## src/logic/sdram_bank_params.svh

```systemverilog
// Timing, width and reset constants for the bank command tracker
`ifndef SDRAM_BANK_PARAMS_SVH
`define SDRAM_BANK_PARAMS_SVH
`define CLK_PERIOD_NS 25
`define RCD_NS 18
`define RP_NS 18
`define RC_NS 60
`define MRD_CK 2
`define XSR_NS 120
`define RCD_CYC ((`RCD_NS + `CLK_PERIOD_NS - 1) / `CLK_PERIOD_NS)
`define RP_CYC ((`RP_NS + `CLK_PERIOD_NS - 1) / `CLK_PERIOD_NS)
`define RC_CYC ((`RC_NS + `CLK_PERIOD_NS - 1) / `CLK_PERIOD_NS)
`define MRD_CYC (`MRD_CK)
`define XSR_CYC ((`XSR_NS + `CLK_PERIOD_NS - 1) / `CLK_PERIOD_NS)
`define NUM_BANKS 4
`define BANK_W 2
`define TMR_W 4
`define TMR_MAX 15
`define BURST_LEN_DEF 4
`define CAS_LAT_DEF 3
`define TMR_RST 4'h0
`define BANK_RST 2'h0
`endif

```

## src/logic/sdram_bank_pkg.sv

```systemverilog
// Types for the bank command tracker
`include "sdram_bank_params.svh"
package sdram_bank_pkg;
   typedef enum logic [2:0] {
      B_IDLE = 3'b000,
      B_ACTIVATING = 3'b001,
      B_ACTIVE = 3'b010,
      B_READ = 3'b011,
      B_WRITE = 3'b100,
      B_PRECHARGING = 3'b101,
      B_READ_AP = 3'b110,
      B_WRITE_AP = 3'b111
   } bank_state_t;
   typedef enum logic [2:0] {
      D_NORMAL = 3'b000,
      D_REFRESH = 3'b001,
      D_MODE_LOAD = 3'b010,
      D_PRE_ALL = 3'b011,
      D_SELF_REF = 3'b100,
      D_SR_EXIT = 3'b101
   } dev_state_t;
   typedef enum logic [2:0] {
      C_MRS = 3'b000,
      C_REF = 3'b001,
      C_PRE = 3'b010,
      C_ACT = 3'b011,
      C_WR = 3'b100,
      C_RD = 3'b101,
      C_BST = 3'b110,
      C_NOP = 3'b111
   } cmd_t;
   typedef struct packed {
      logic cs_n;
      logic ras_n;
      logic cas_n;
      logic we_n;
   } cmd_pins_t;
   typedef struct packed {
      bank_state_t st;
      logic [`TMR_W-1:0] tmr;
      logic [`TMR_W-1:0] brem;
   } bank_t;
   typedef bank_t [`NUM_BANKS-1:0] bank_vec_t;
   typedef bank_state_t [`NUM_BANKS-1:0] bank_states_t;
   typedef struct packed {
      logic cke_prev;
      dev_state_t dev;
      logic [`TMR_W-1:0] dev_tmr;
      logic [`BANK_W-1:0] last_bank;
      bank_vec_t bank;
      logic err;
      logic acc;
   } state_t;
endpackage

```

## src/logic/sdram_bank_fsm.sv

```systemverilog
// Per-bank command decoder and state tracker of a four-bank SDRAM
`timescale 1ns/100ps
`default_nettype none
`include "sdram_bank_params.svh"

// Functional notes
// - Chip select high is inhibit; other inputs ignored, operations continue.
// - Select low with row, column and write strobes high is a no-operation.
// - Activate to an idle bank opens the addressed row.
// - Refresh and mode load are device-wide and need every bank idle.
// - Precharge to an idle bank changes nothing and acts as no-operation.
// - Read and write start bursts from active, read or write states.
// - Precharge closes the open row in one bank or all banks.
// - Precharge during a plain burst cuts it short and starts precharging.
// - Burst terminate stops the burst of the last read or write bank if plain; auto precharge bursts run on.
// - Self-refresh entry decodes as clock enable falls; all else only with it high twice and exit delay met.
// - Idle after precharge period; active after activate-to-access delay.
// - Activating bank accepts no own command until the access delay expires.
// - Precharging bank accepts no own command, then becomes idle.
// - Auto precharge bursts protect their bank until precharge period, then idle.
// - After refresh only inhibit or no-operation until refresh cycle time.
// - After mode load only inhibit or no-operation until mode-load delay.
// - After precharge-all only inhibit or no-operation until precharge period.
// - With the other bank idle, any command its own state allows is legal.
// - One bank busy without auto precharge leaves other banks commandable.
// - Activate or precharge to another bank leaves running bursts alone.
// - Read elsewhere ends a read after latency; write elsewhere ends it at once.
// - Read elsewhere ends a write at registration.
module sdram_bank_fsm
   import sdram_bank_pkg::*;
#(
   parameter int BURST_LEN = `BURST_LEN_DEF,
   parameter int CAS_LAT = `CAS_LAT_DEF
)
(
   input wire logic MCLK_I,
   input wire logic SYS_RST_I,
   input wire logic CKE_I,
   input wire cmd_pins_t CMD_N_I,
   input wire logic [`BANK_W-1:0] BA_I,
   input wire logic A10_I,
   output var bank_states_t BANK_STATE_O,
   output var dev_state_t DEV_STATE_O,
   output logic CMD_ERR_O,
   output logic CMD_ACC_O
);

   localparam logic [`TMR_W-1:0] RCD_N = `TMR_W'(`RCD_CYC);
   localparam logic [`TMR_W-1:0] RP_N = `TMR_W'(`RP_CYC);
   localparam logic [`TMR_W-1:0] RC_N = `TMR_W'(`RC_CYC);
   localparam logic [`TMR_W-1:0] MRD_N = `TMR_W'(`MRD_CYC);
   localparam logic [`TMR_W-1:0] XSR_N = `TMR_W'(`XSR_CYC);
   localparam logic [`TMR_W-1:0] BL_N = `TMR_W'(BURST_LEN);
   localparam logic [`TMR_W-1:0] CL_N = `TMR_W'(CAS_LAT);

   // Refuse settings the counters cannot hold
   if (BURST_LEN < 1 || BURST_LEN > `TMR_MAX || CAS_LAT < 1 || CAS_LAT > `TMR_MAX)
   begin : g_bad_param
      $error("burst length or latency out of counter range");
   end
   if (`RC_CYC > `TMR_MAX || `XSR_CYC > `TMR_MAX || `MRD_CYC < 1)
   begin : g_bad_timing
      $error("timing count out of counter range");
   end

   state_t state_reg;
   state_t state_next;
   cmd_t cmd;
   logic go;
   logic all_idle;
   bank_state_t cur;
   logic [`BANK_W-1:0] lb;

   always_comb
   begin
      state_next = state_reg;
      state_next.cke_prev = CKE_I;
      state_next.err = 1'b0;
      state_next.acc = 1'b0;
      lb = state_reg.last_bank;
      if (CMD_N_I.cs_n)
         cmd = C_NOP;
      else
         cmd = cmd_t'({CMD_N_I.ras_n, CMD_N_I.cas_n, CMD_N_I.we_n});
      for (int i = 0; i < `NUM_BANKS; i++)
      begin
         unique case (state_reg.bank[i].st)
            B_ACTIVATING, B_PRECHARGING:
            begin
               if (state_reg.bank[i].tmr <= `TMR_W'(1))
                  state_next.bank[i].st = (state_reg.bank[i].st == B_ACTIVATING) ?
                     B_ACTIVE : B_IDLE;
               else
                  state_next.bank[i].tmr = state_reg.bank[i].tmr - `TMR_W'(1);
            end
            B_READ, B_WRITE:
            begin
               if (state_reg.bank[i].brem <= `TMR_W'(1))
                  state_next.bank[i].st = B_ACTIVE;
               else
                  state_next.bank[i].brem = state_reg.bank[i].brem - `TMR_W'(1);
            end
            B_READ_AP, B_WRITE_AP:
            begin
               if (state_reg.bank[i].brem != `TMR_W'(0))
                  state_next.bank[i].brem = state_reg.bank[i].brem - `TMR_W'(1);
               else if (state_reg.bank[i].tmr <= `TMR_W'(1))
                  state_next.bank[i].st = B_IDLE;
               else
                  state_next.bank[i].tmr = state_reg.bank[i].tmr - `TMR_W'(1);
            end
            B_IDLE, B_ACTIVE: ;
         endcase
      end
      unique case (state_reg.dev)
         D_REFRESH, D_MODE_LOAD, D_PRE_ALL, D_SR_EXIT:
         begin
            if (state_reg.dev_tmr <= `TMR_W'(1))
               state_next.dev = D_NORMAL;
            else
               state_next.dev_tmr = state_reg.dev_tmr - `TMR_W'(1);
         end
         D_SELF_REF:
            if (CKE_I)
            begin
               state_next.dev = D_SR_EXIT;
               state_next.dev_tmr = XSR_N;
            end
         D_NORMAL: ;
         default:
            state_next.dev = D_NORMAL;
      endcase
      all_idle = 1'b1;
      for (int i = 0; i < `NUM_BANKS; i++)
      begin
         if (state_next.bank[i].st != B_IDLE)
            all_idle = 1'b0;
      end
      cur = state_next.bank[BA_I].st;
      go = state_reg.cke_prev && CKE_I && (state_next.dev == D_NORMAL);
      if (state_reg.cke_prev && !CKE_I && state_next.dev == D_NORMAL &&
          cmd == C_REF && all_idle)
      begin
         state_next.dev = D_SELF_REF;
         state_next.acc = 1'b1;
      end
      else if (go)
      begin
         unique case (cmd)
            C_NOP: ;
            C_ACT:
               if (cur == B_IDLE)
               begin
                  state_next.bank[BA_I].st = B_ACTIVATING;
                  state_next.bank[BA_I].tmr = RCD_N;
                  state_next.acc = 1'b1;
               end
               else
                  state_next.err = 1'b1;
            C_RD, C_WR:
               if (cur == B_ACTIVE || cur == B_READ || cur == B_WRITE)
               begin
                  if (BA_I != lb)
                     unique case (state_next.bank[lb].st)
                        B_READ:
                           if (cmd == C_WR)
                              state_next.bank[lb].st = B_ACTIVE;
                           else if (state_next.bank[lb].brem > CL_N)
                              state_next.bank[lb].brem = CL_N;
                        B_WRITE:
                           state_next.bank[lb].st = B_ACTIVE;
                        B_READ_AP, B_WRITE_AP:
                           if (state_next.bank[lb].brem != `TMR_W'(0))
                           begin
                              state_next.bank[lb].st = B_PRECHARGING;
                              state_next.bank[lb].tmr = RP_N;
                           end
                        B_IDLE, B_ACTIVATING, B_ACTIVE, B_PRECHARGING: ;
                     endcase
                  if (cmd == C_RD)
                     state_next.bank[BA_I].st = A10_I ? B_READ_AP : B_READ;
                  else
                     state_next.bank[BA_I].st = A10_I ? B_WRITE_AP : B_WRITE;
                  state_next.bank[BA_I].brem = BL_N;
                  state_next.bank[BA_I].tmr = RP_N;
                  state_next.last_bank = BA_I;
                  state_next.acc = 1'b1;
               end
               else
                  state_next.err = 1'b1;
            C_PRE:
               if (A10_I)
               begin
                  for (int i = 0; i < `NUM_BANKS; i++)
                  begin
                     if (state_next.bank[i].st inside {B_ACTIVE, B_READ, B_WRITE})
                     begin
                        state_next.bank[i].st = B_PRECHARGING;
                        state_next.bank[i].tmr = RP_N;
                     end
                     else if (state_next.bank[i].st != B_IDLE)
                        state_next.err = 1'b1;
                  end
                  state_next.dev = D_PRE_ALL;
                  state_next.dev_tmr = RP_N;
                  state_next.acc = 1'b1;
               end
               else
                  unique case (cur)
                     B_IDLE:
                        state_next.acc = 1'b1;
                     B_ACTIVE, B_READ, B_WRITE:
                     begin
                        state_next.bank[BA_I].st = B_PRECHARGING;
                        state_next.bank[BA_I].tmr = RP_N;
                        state_next.acc = 1'b1;
                     end
                     B_ACTIVATING, B_PRECHARGING, B_READ_AP, B_WRITE_AP:
                        state_next.err = 1'b1;
                  endcase
            C_BST:
               if (state_next.bank[lb].st inside {B_READ, B_WRITE})
               begin
                  state_next.bank[lb].st = B_ACTIVE;
                  state_next.acc = 1'b1;
               end
            C_REF, C_MRS:
               if (all_idle)
               begin
                  state_next.dev = (cmd == C_REF) ? D_REFRESH : D_MODE_LOAD;
                  state_next.dev_tmr = (cmd == C_REF) ? RC_N : MRD_N;
                  state_next.acc = 1'b1;
               end
               else
                  state_next.err = 1'b1;
         endcase
      end
      else if (state_reg.cke_prev && CKE_I && cmd != C_NOP)
         state_next.err = 1'b1;
   end

   always_ff @(posedge MCLK_I or posedge SYS_RST_I)
   begin
      if (SYS_RST_I)
      begin
         state_reg.cke_prev <= 1'b0;
         state_reg.dev <= D_NORMAL;
         state_reg.dev_tmr <= `TMR_RST;
         state_reg.last_bank <= `BANK_RST;
         state_reg.err <= 1'b0;
         state_reg.acc <= 1'b0;
         for (int i = 0; i < `NUM_BANKS; i++)
         begin
            state_reg.bank[i].st <= B_IDLE;
            state_reg.bank[i].tmr <= `TMR_RST;
            state_reg.bank[i].brem <= `TMR_RST;
         end
      end
      else
      begin
         state_reg <= state_next;
      end
   end

   for (genvar g = 0; g < `NUM_BANKS; g++)
   begin : g_out
      assign BANK_STATE_O[g] = state_reg.bank[g].st;
   end
   assign DEV_STATE_O = state_reg.dev;
   assign CMD_ERR_O = state_reg.err;
   assign CMD_ACC_O = state_reg.acc;
endmodule
`default_nettype wire

```

## config.mk

```make
export PLATFORM = sky130hd
export DESIGN_NAME = sdram_bank_fsm
export DESIGN_NICKNAME = d
export VERILOG_FILES = /design/src/logic/sdram_bank_pkg.sv /design/src/logic/sdram_bank_fsm.sv
export VERILOG_INCLUDE_DIRS = /design/src /design/src/logic
export SDC_FILE = /design/constraint.sdc
export NUM_CORES = 1
export LEC_CHECK = 0
export BUFFER_PORTS_ARGS = -buffer_cell sky130_fd_sc_hd__buf_2
export CAP_MARGIN = 20
export CORE_UTILIZATION = 35
export CTS_CLUSTER_DIAMETER = 120
export DETAILED_ROUTE_END_ITERATION = 10
export GPL_TIMING_DRIVEN = 0
export SLEW_MARGIN = 10
export SYNTH_ARGS = -nofsm -noshare
export SYNTH_HDL_FRONTEND = slang
export SYNTH_SLANG_ARGS = --single-unit
```

## constraint.sdc

```tcl
create_clock -name MCLK_I -period 3.31 [get_ports MCLK_I]
set_clock_uncertainty 0.15 [all_clocks]
set_input_delay 0.993 -clock MCLK_I [delete_from_list [all_inputs] [get_ports MCLK_I]]
set_output_delay 0.993 -clock MCLK_I [all_outputs]
set_load 0.02 [all_outputs]
```

* Word level (Yosys, flattened, before mapping) *
Index checks and enable logic that the tools add are counted.

word-level totals
  bits in registers = 56
  latch bits = 0
  memory bits (writable) = 0
  ROM bits = 0
  word-level logic and storage cells = 304
  memories = 0

operators by class
  add/sub/neg operators = 9
  $mul = 0
  div/mod/pow operators = 0
  magnitude comparators = 14
  equality and inequality tests = 60
  shift operators = 0
  muxes and demuxes = 152
  bitwise gates (word level) = 1
  reductions and logical operators = 50

operators with widths
  kind                 count
  $mux 44              16
  $bwmux 44            12
  $pmux 44 s4          1
  $demux 11 s2         6
  $pmux 44 s3          1
  $mux 7               15
  $eq 3x3->1 const B   32
  $mux 4               19
  $pmux 4 s2           9
  $eq 3x2->1 const B   19
  $mux 53              1
  $mux 51              1
  $mux 3               16
  $mux 46              1
  $pmux 3 s3           5
  $bmux 11 s2          2
  $mux 11              4
  $le 4x1->1 const B   9
  $sub 4x1->4 const B  9
  $mux 1               30
  $reduce_or 2->1      15
  $reduce_bool 3->1    8
  $eq 3x1->1 const B   7
  $reduce_bool 4->1    5
  19 further kinds     43

* Depth between registers and ports, before layout *
  depth after elaboration = 27
  mapped depth = 14

* Least setup slack after synthesis *
OpenSTA, ideal clock, no wires.

  path kind = register -> register
  start = register state_reg[28] (netlist name)
  end = register state_reg (netlist bit BANK_STATE_O[3])
  arrival = 3.400 ns
  data required time = 3.080 ns
  slack = -0.321 ns
  stages on the path, launching flop included = 14
  buffers on the path = 2
  period minus slack after synthesis = 3.631 ns
  path through = dfrtp_1 > inv_1 > ha_1 > or2_4 > a2111oi_0 > a221oi_1 > mux4_2 > and2_4 > buf_6 > or4_4 > buf_6 > a311oi_2 > nor3_1 > o211ai_2

RTL lines
  item                    line                   text
  start, declared         sdram_bank_fsm.sv:66   state_t state_reg;
  start signal, assigned  sdram_bank_fsm.sv:261  state_reg <= state_next;

==> impl_metrics.tcl <==
set metrics [dict create \
    numPortBuffers 23 \
    cts_root_buffer "clkbuf_16" \
    grt_pass1_vias 6691 \
    leakage_nw 3.28 \
    violations "negative setup slack" \
    rsz0062_at_grt "yes" \
    status "complete, but fails checks" \
    viasPerCell 6.51 \
    critPathCaptureType "register" \
    synth.top_cell.area_share_pct 23.3 \
    fin_ws_ns -0.333 \
    cpPeakStageDelay_ns 0.58 \
    grt_max_degree 57 \
    ys_warn_count 0 \
    netlist_top_cells_area "dfrtp_1, nor2_1, nand2_1" \
    drive_above_1_share_pct 39.7 \
    gp_congestion 1.00 \
    finalSetupViolations 43 \
    m1WireLength_um 9930 \
    grt.overflow.total 0 \
    finalHoldViolCount 0 \
    wl_met2_um 11500 \
    track_usage_pct 27.0 \
    syn-num-nets 803 \
    drc 0 \
    drt-pass1-iter-count 6 \
    crit_required_ns 3.33 \
    ctsHoldBuffers 0 \
    rows 47 \
    synth-seq-cells 56 \
    antenna_found_initial 0 \
    path_delay_family "compound AO/OA/AOI/OAI gates" \
    max-vdd-ir-drop_v 0.000333 \
    async_flop_share_pct 100 \
    fmax_mhz 274 \
    numCtsBuffers 5 \
    antenna_cells 0 \
    avgSynthCellArea_um2 7.76 \
    detail_route.wl_per_cell_um 22.1 \
    synth_edf_count 0 \
    min_period_ns 3.64 \
    pin_count 27 \
    clock-sinks 56 \
    met3_wirelength_um 2320 \
    core_area_um2 16700 \
    syn2layout_area_growth_pct 43.1 \
    yosysTopAreaCell "dfrtp_1" \
    crit_fanout 4 \
    p_per_area_nw_per_um2 643 \
    start_kind "register" \
    synth_cell_type_count 91 \
    drv_cap 0 \
    hp-class "register to register" \
    worstSetupPathType "register to register" \
    power_mw 5.54 \
    totalWireLength_um 25100 \
    clkTransAtPathRegs_ns 0.07 \
    insertion_delay_ns 0.31 \
    critPathBufInv 2 \
    crit_slowest_cell "mux4_2" \
    path_cells "ha_2, or2_4, a31oi_1, o221ai_2, mux4_2, nand3b_1, buf_4, buf_6, a21oi_2, nor2_1, o31ai_1, o211ai_1" \
    ys.flop_type "dfrtp_1" \
    fin_crit_sh_pct 110 \
    hpwl_um 16500 \
    cp_data_arrival_time_ns 3.66 \
    cts_buffer_depth 2 \
    drtIter0Drc 1018 \
    tightest_slew_ns 0.773 \
    ant_nets 0 \
    synth_cells 775 \
    vias 7367 \
    slew_viol_final 0 \
    cts_tree "done" \
    initial_core_util_pct 36.0 \
    grt_pass1_wl_um 37600 \
    die_h_um 133 \
    whs_ns 0.418 \
    dieArea_um2 17700 \
    fp.dieW_um 133 \
    cts_max_level 2 \
    yosys-top-cells-count "nor2_1, nand2_1, dfrtp_1" \
    slew_headroom_pct 48.3 \
    synthMostInstantiatedCell "nor2_1" \
    fin_nets 940 \
    synth_area_um2 6020 \
    ys_seq_area_share_pct 23.3 \
    largest_reg_flops 37 \
    routed.top_layer "met4" \
]
==> cell type report <==
| class | instances | area, µm² |
|---|---|---|
| plain buffers | 48 | 308 |
| repair buffers | 134 | 1020 |
| inverters | 32 | 131 |
| clock inverters | 2 | 60.1 |
| well taps | 220 | 275 |
| clock buffers | 5 | 125 |
| multi-input cells | 635 | 5280 |
| flip-flops and latches | 56 | 1400 |
| fillers | 1559 | 8090 |
==> through the flow <==
| stage | std cells | setup WS (ns) | cell area [µm²] | TNS (ns) | util [%] |
|---|---|---|---|---|---|
| 2_1_floorplan | 775 | -0.0790 | 6160 | -0.136 | - |
| 3_3_place_gp | 1018 | -1.12 | 6550 | -49.13 | 39.2 |
| 3_5_place_dp | 1018 | -1.08 | 6550 | -39.22 | 39.2 |
| 4_1_cts | 1089 | -0.224 | 7840 | -4.02 | 47.0 |
| 5_1_grt | 1132 | -0.390 | 8610 | -10.78 | 51.5 |
| 6_report | 1132 | -0.333 | 8610 | -7.16 | 51.5 |
==> logic make-up after synthesis <==
family / Yosys count / synth area share [%]
simple gates: 315 / 26.8
compound gates: 271 / 33.1
buf+inv: 85 / 6.76
flops: 56 / 23.3
fa+ha+maj: 18 / 3.74
mux: 17 / 4.35
xor+xnor: 13 / 1.89
==> power by group <==
group	total, mW	leakage (nW)	switching [mW]	internal, mW
combinational	3.72	2.47	2.09	1.62
clock	0.707	0.0899	0.276	0.431
sequential	1.11	0.718	0.233	0.877
==> final timing paths <==
kind / from / to / slack (ns) / cells past startpoint
min in group asynchronous: SYS_RST_I / state_reg[30] / 0.67 / 2
worst max-delay path: state_reg[28] / BANK_STATE_O[2] / -0.33 / 12
max in group asynchronous: SYS_RST_I / BANK_STATE_O[9] / 1.78 / 2
worst min-delay path: state_reg[40] / state_reg[40] / 0.42 / 2
worst min register to register: state_reg[40] / state_reg[40] / 0.42 / 2
worst max register to register: state_reg[28] / BANK_STATE_O[2] / -0.33 / 12
==> layout by cell type (no fill, tap or decap), types with 7 or more instances in the layout <==
cell	n
a21oi_1	36
clkbuf_2	7
a31oi_1	19
nor2_2	9
buf_6	23
buf_2	27
o21a_1	8
xnor2_1	9
clkbuf_1	14
inv_2	12
or2_2	8
nor2_1	76
nand2_2	9
mux4_2	7
o21ai_0	29
mux2i_1	7
dfrtp_1	54
or2_4	8
inv_1	16
o211ai_1	19
nor3_1	24
nand3_1	15
buf_4	107
ha_1	7
nand2b_1	10
nand2_1	59
ha_4	7
nor2b_1	7
==> worst min-delay path: stages, from the launching register on <==
cell,delay [ns]
dfrtp_1,0.38
nor2_1,0.10
a211oi_1,0.06
==> timing repair <==
| item | in CTS | in global routing |
|---|---|---|
| endpoints found under the setup margin | 55 | 48 |
| gates cloned | 0 | 2 |
| pin swaps | 40 | 50 |
| resized for setup | 132 | 107 |
| buffers inserted | 66 | 47 |
==> metal layers <==
layer / vias to the layer above / track usage, %
met1: 3523 / 35.8
met5: - / 0
met2: 469 / 42.3
met3: 143 / 5.10
li1: 3232 / -
met4: 0 / 13.1
No activity file was read; power rests on OpenSTA's default activity.
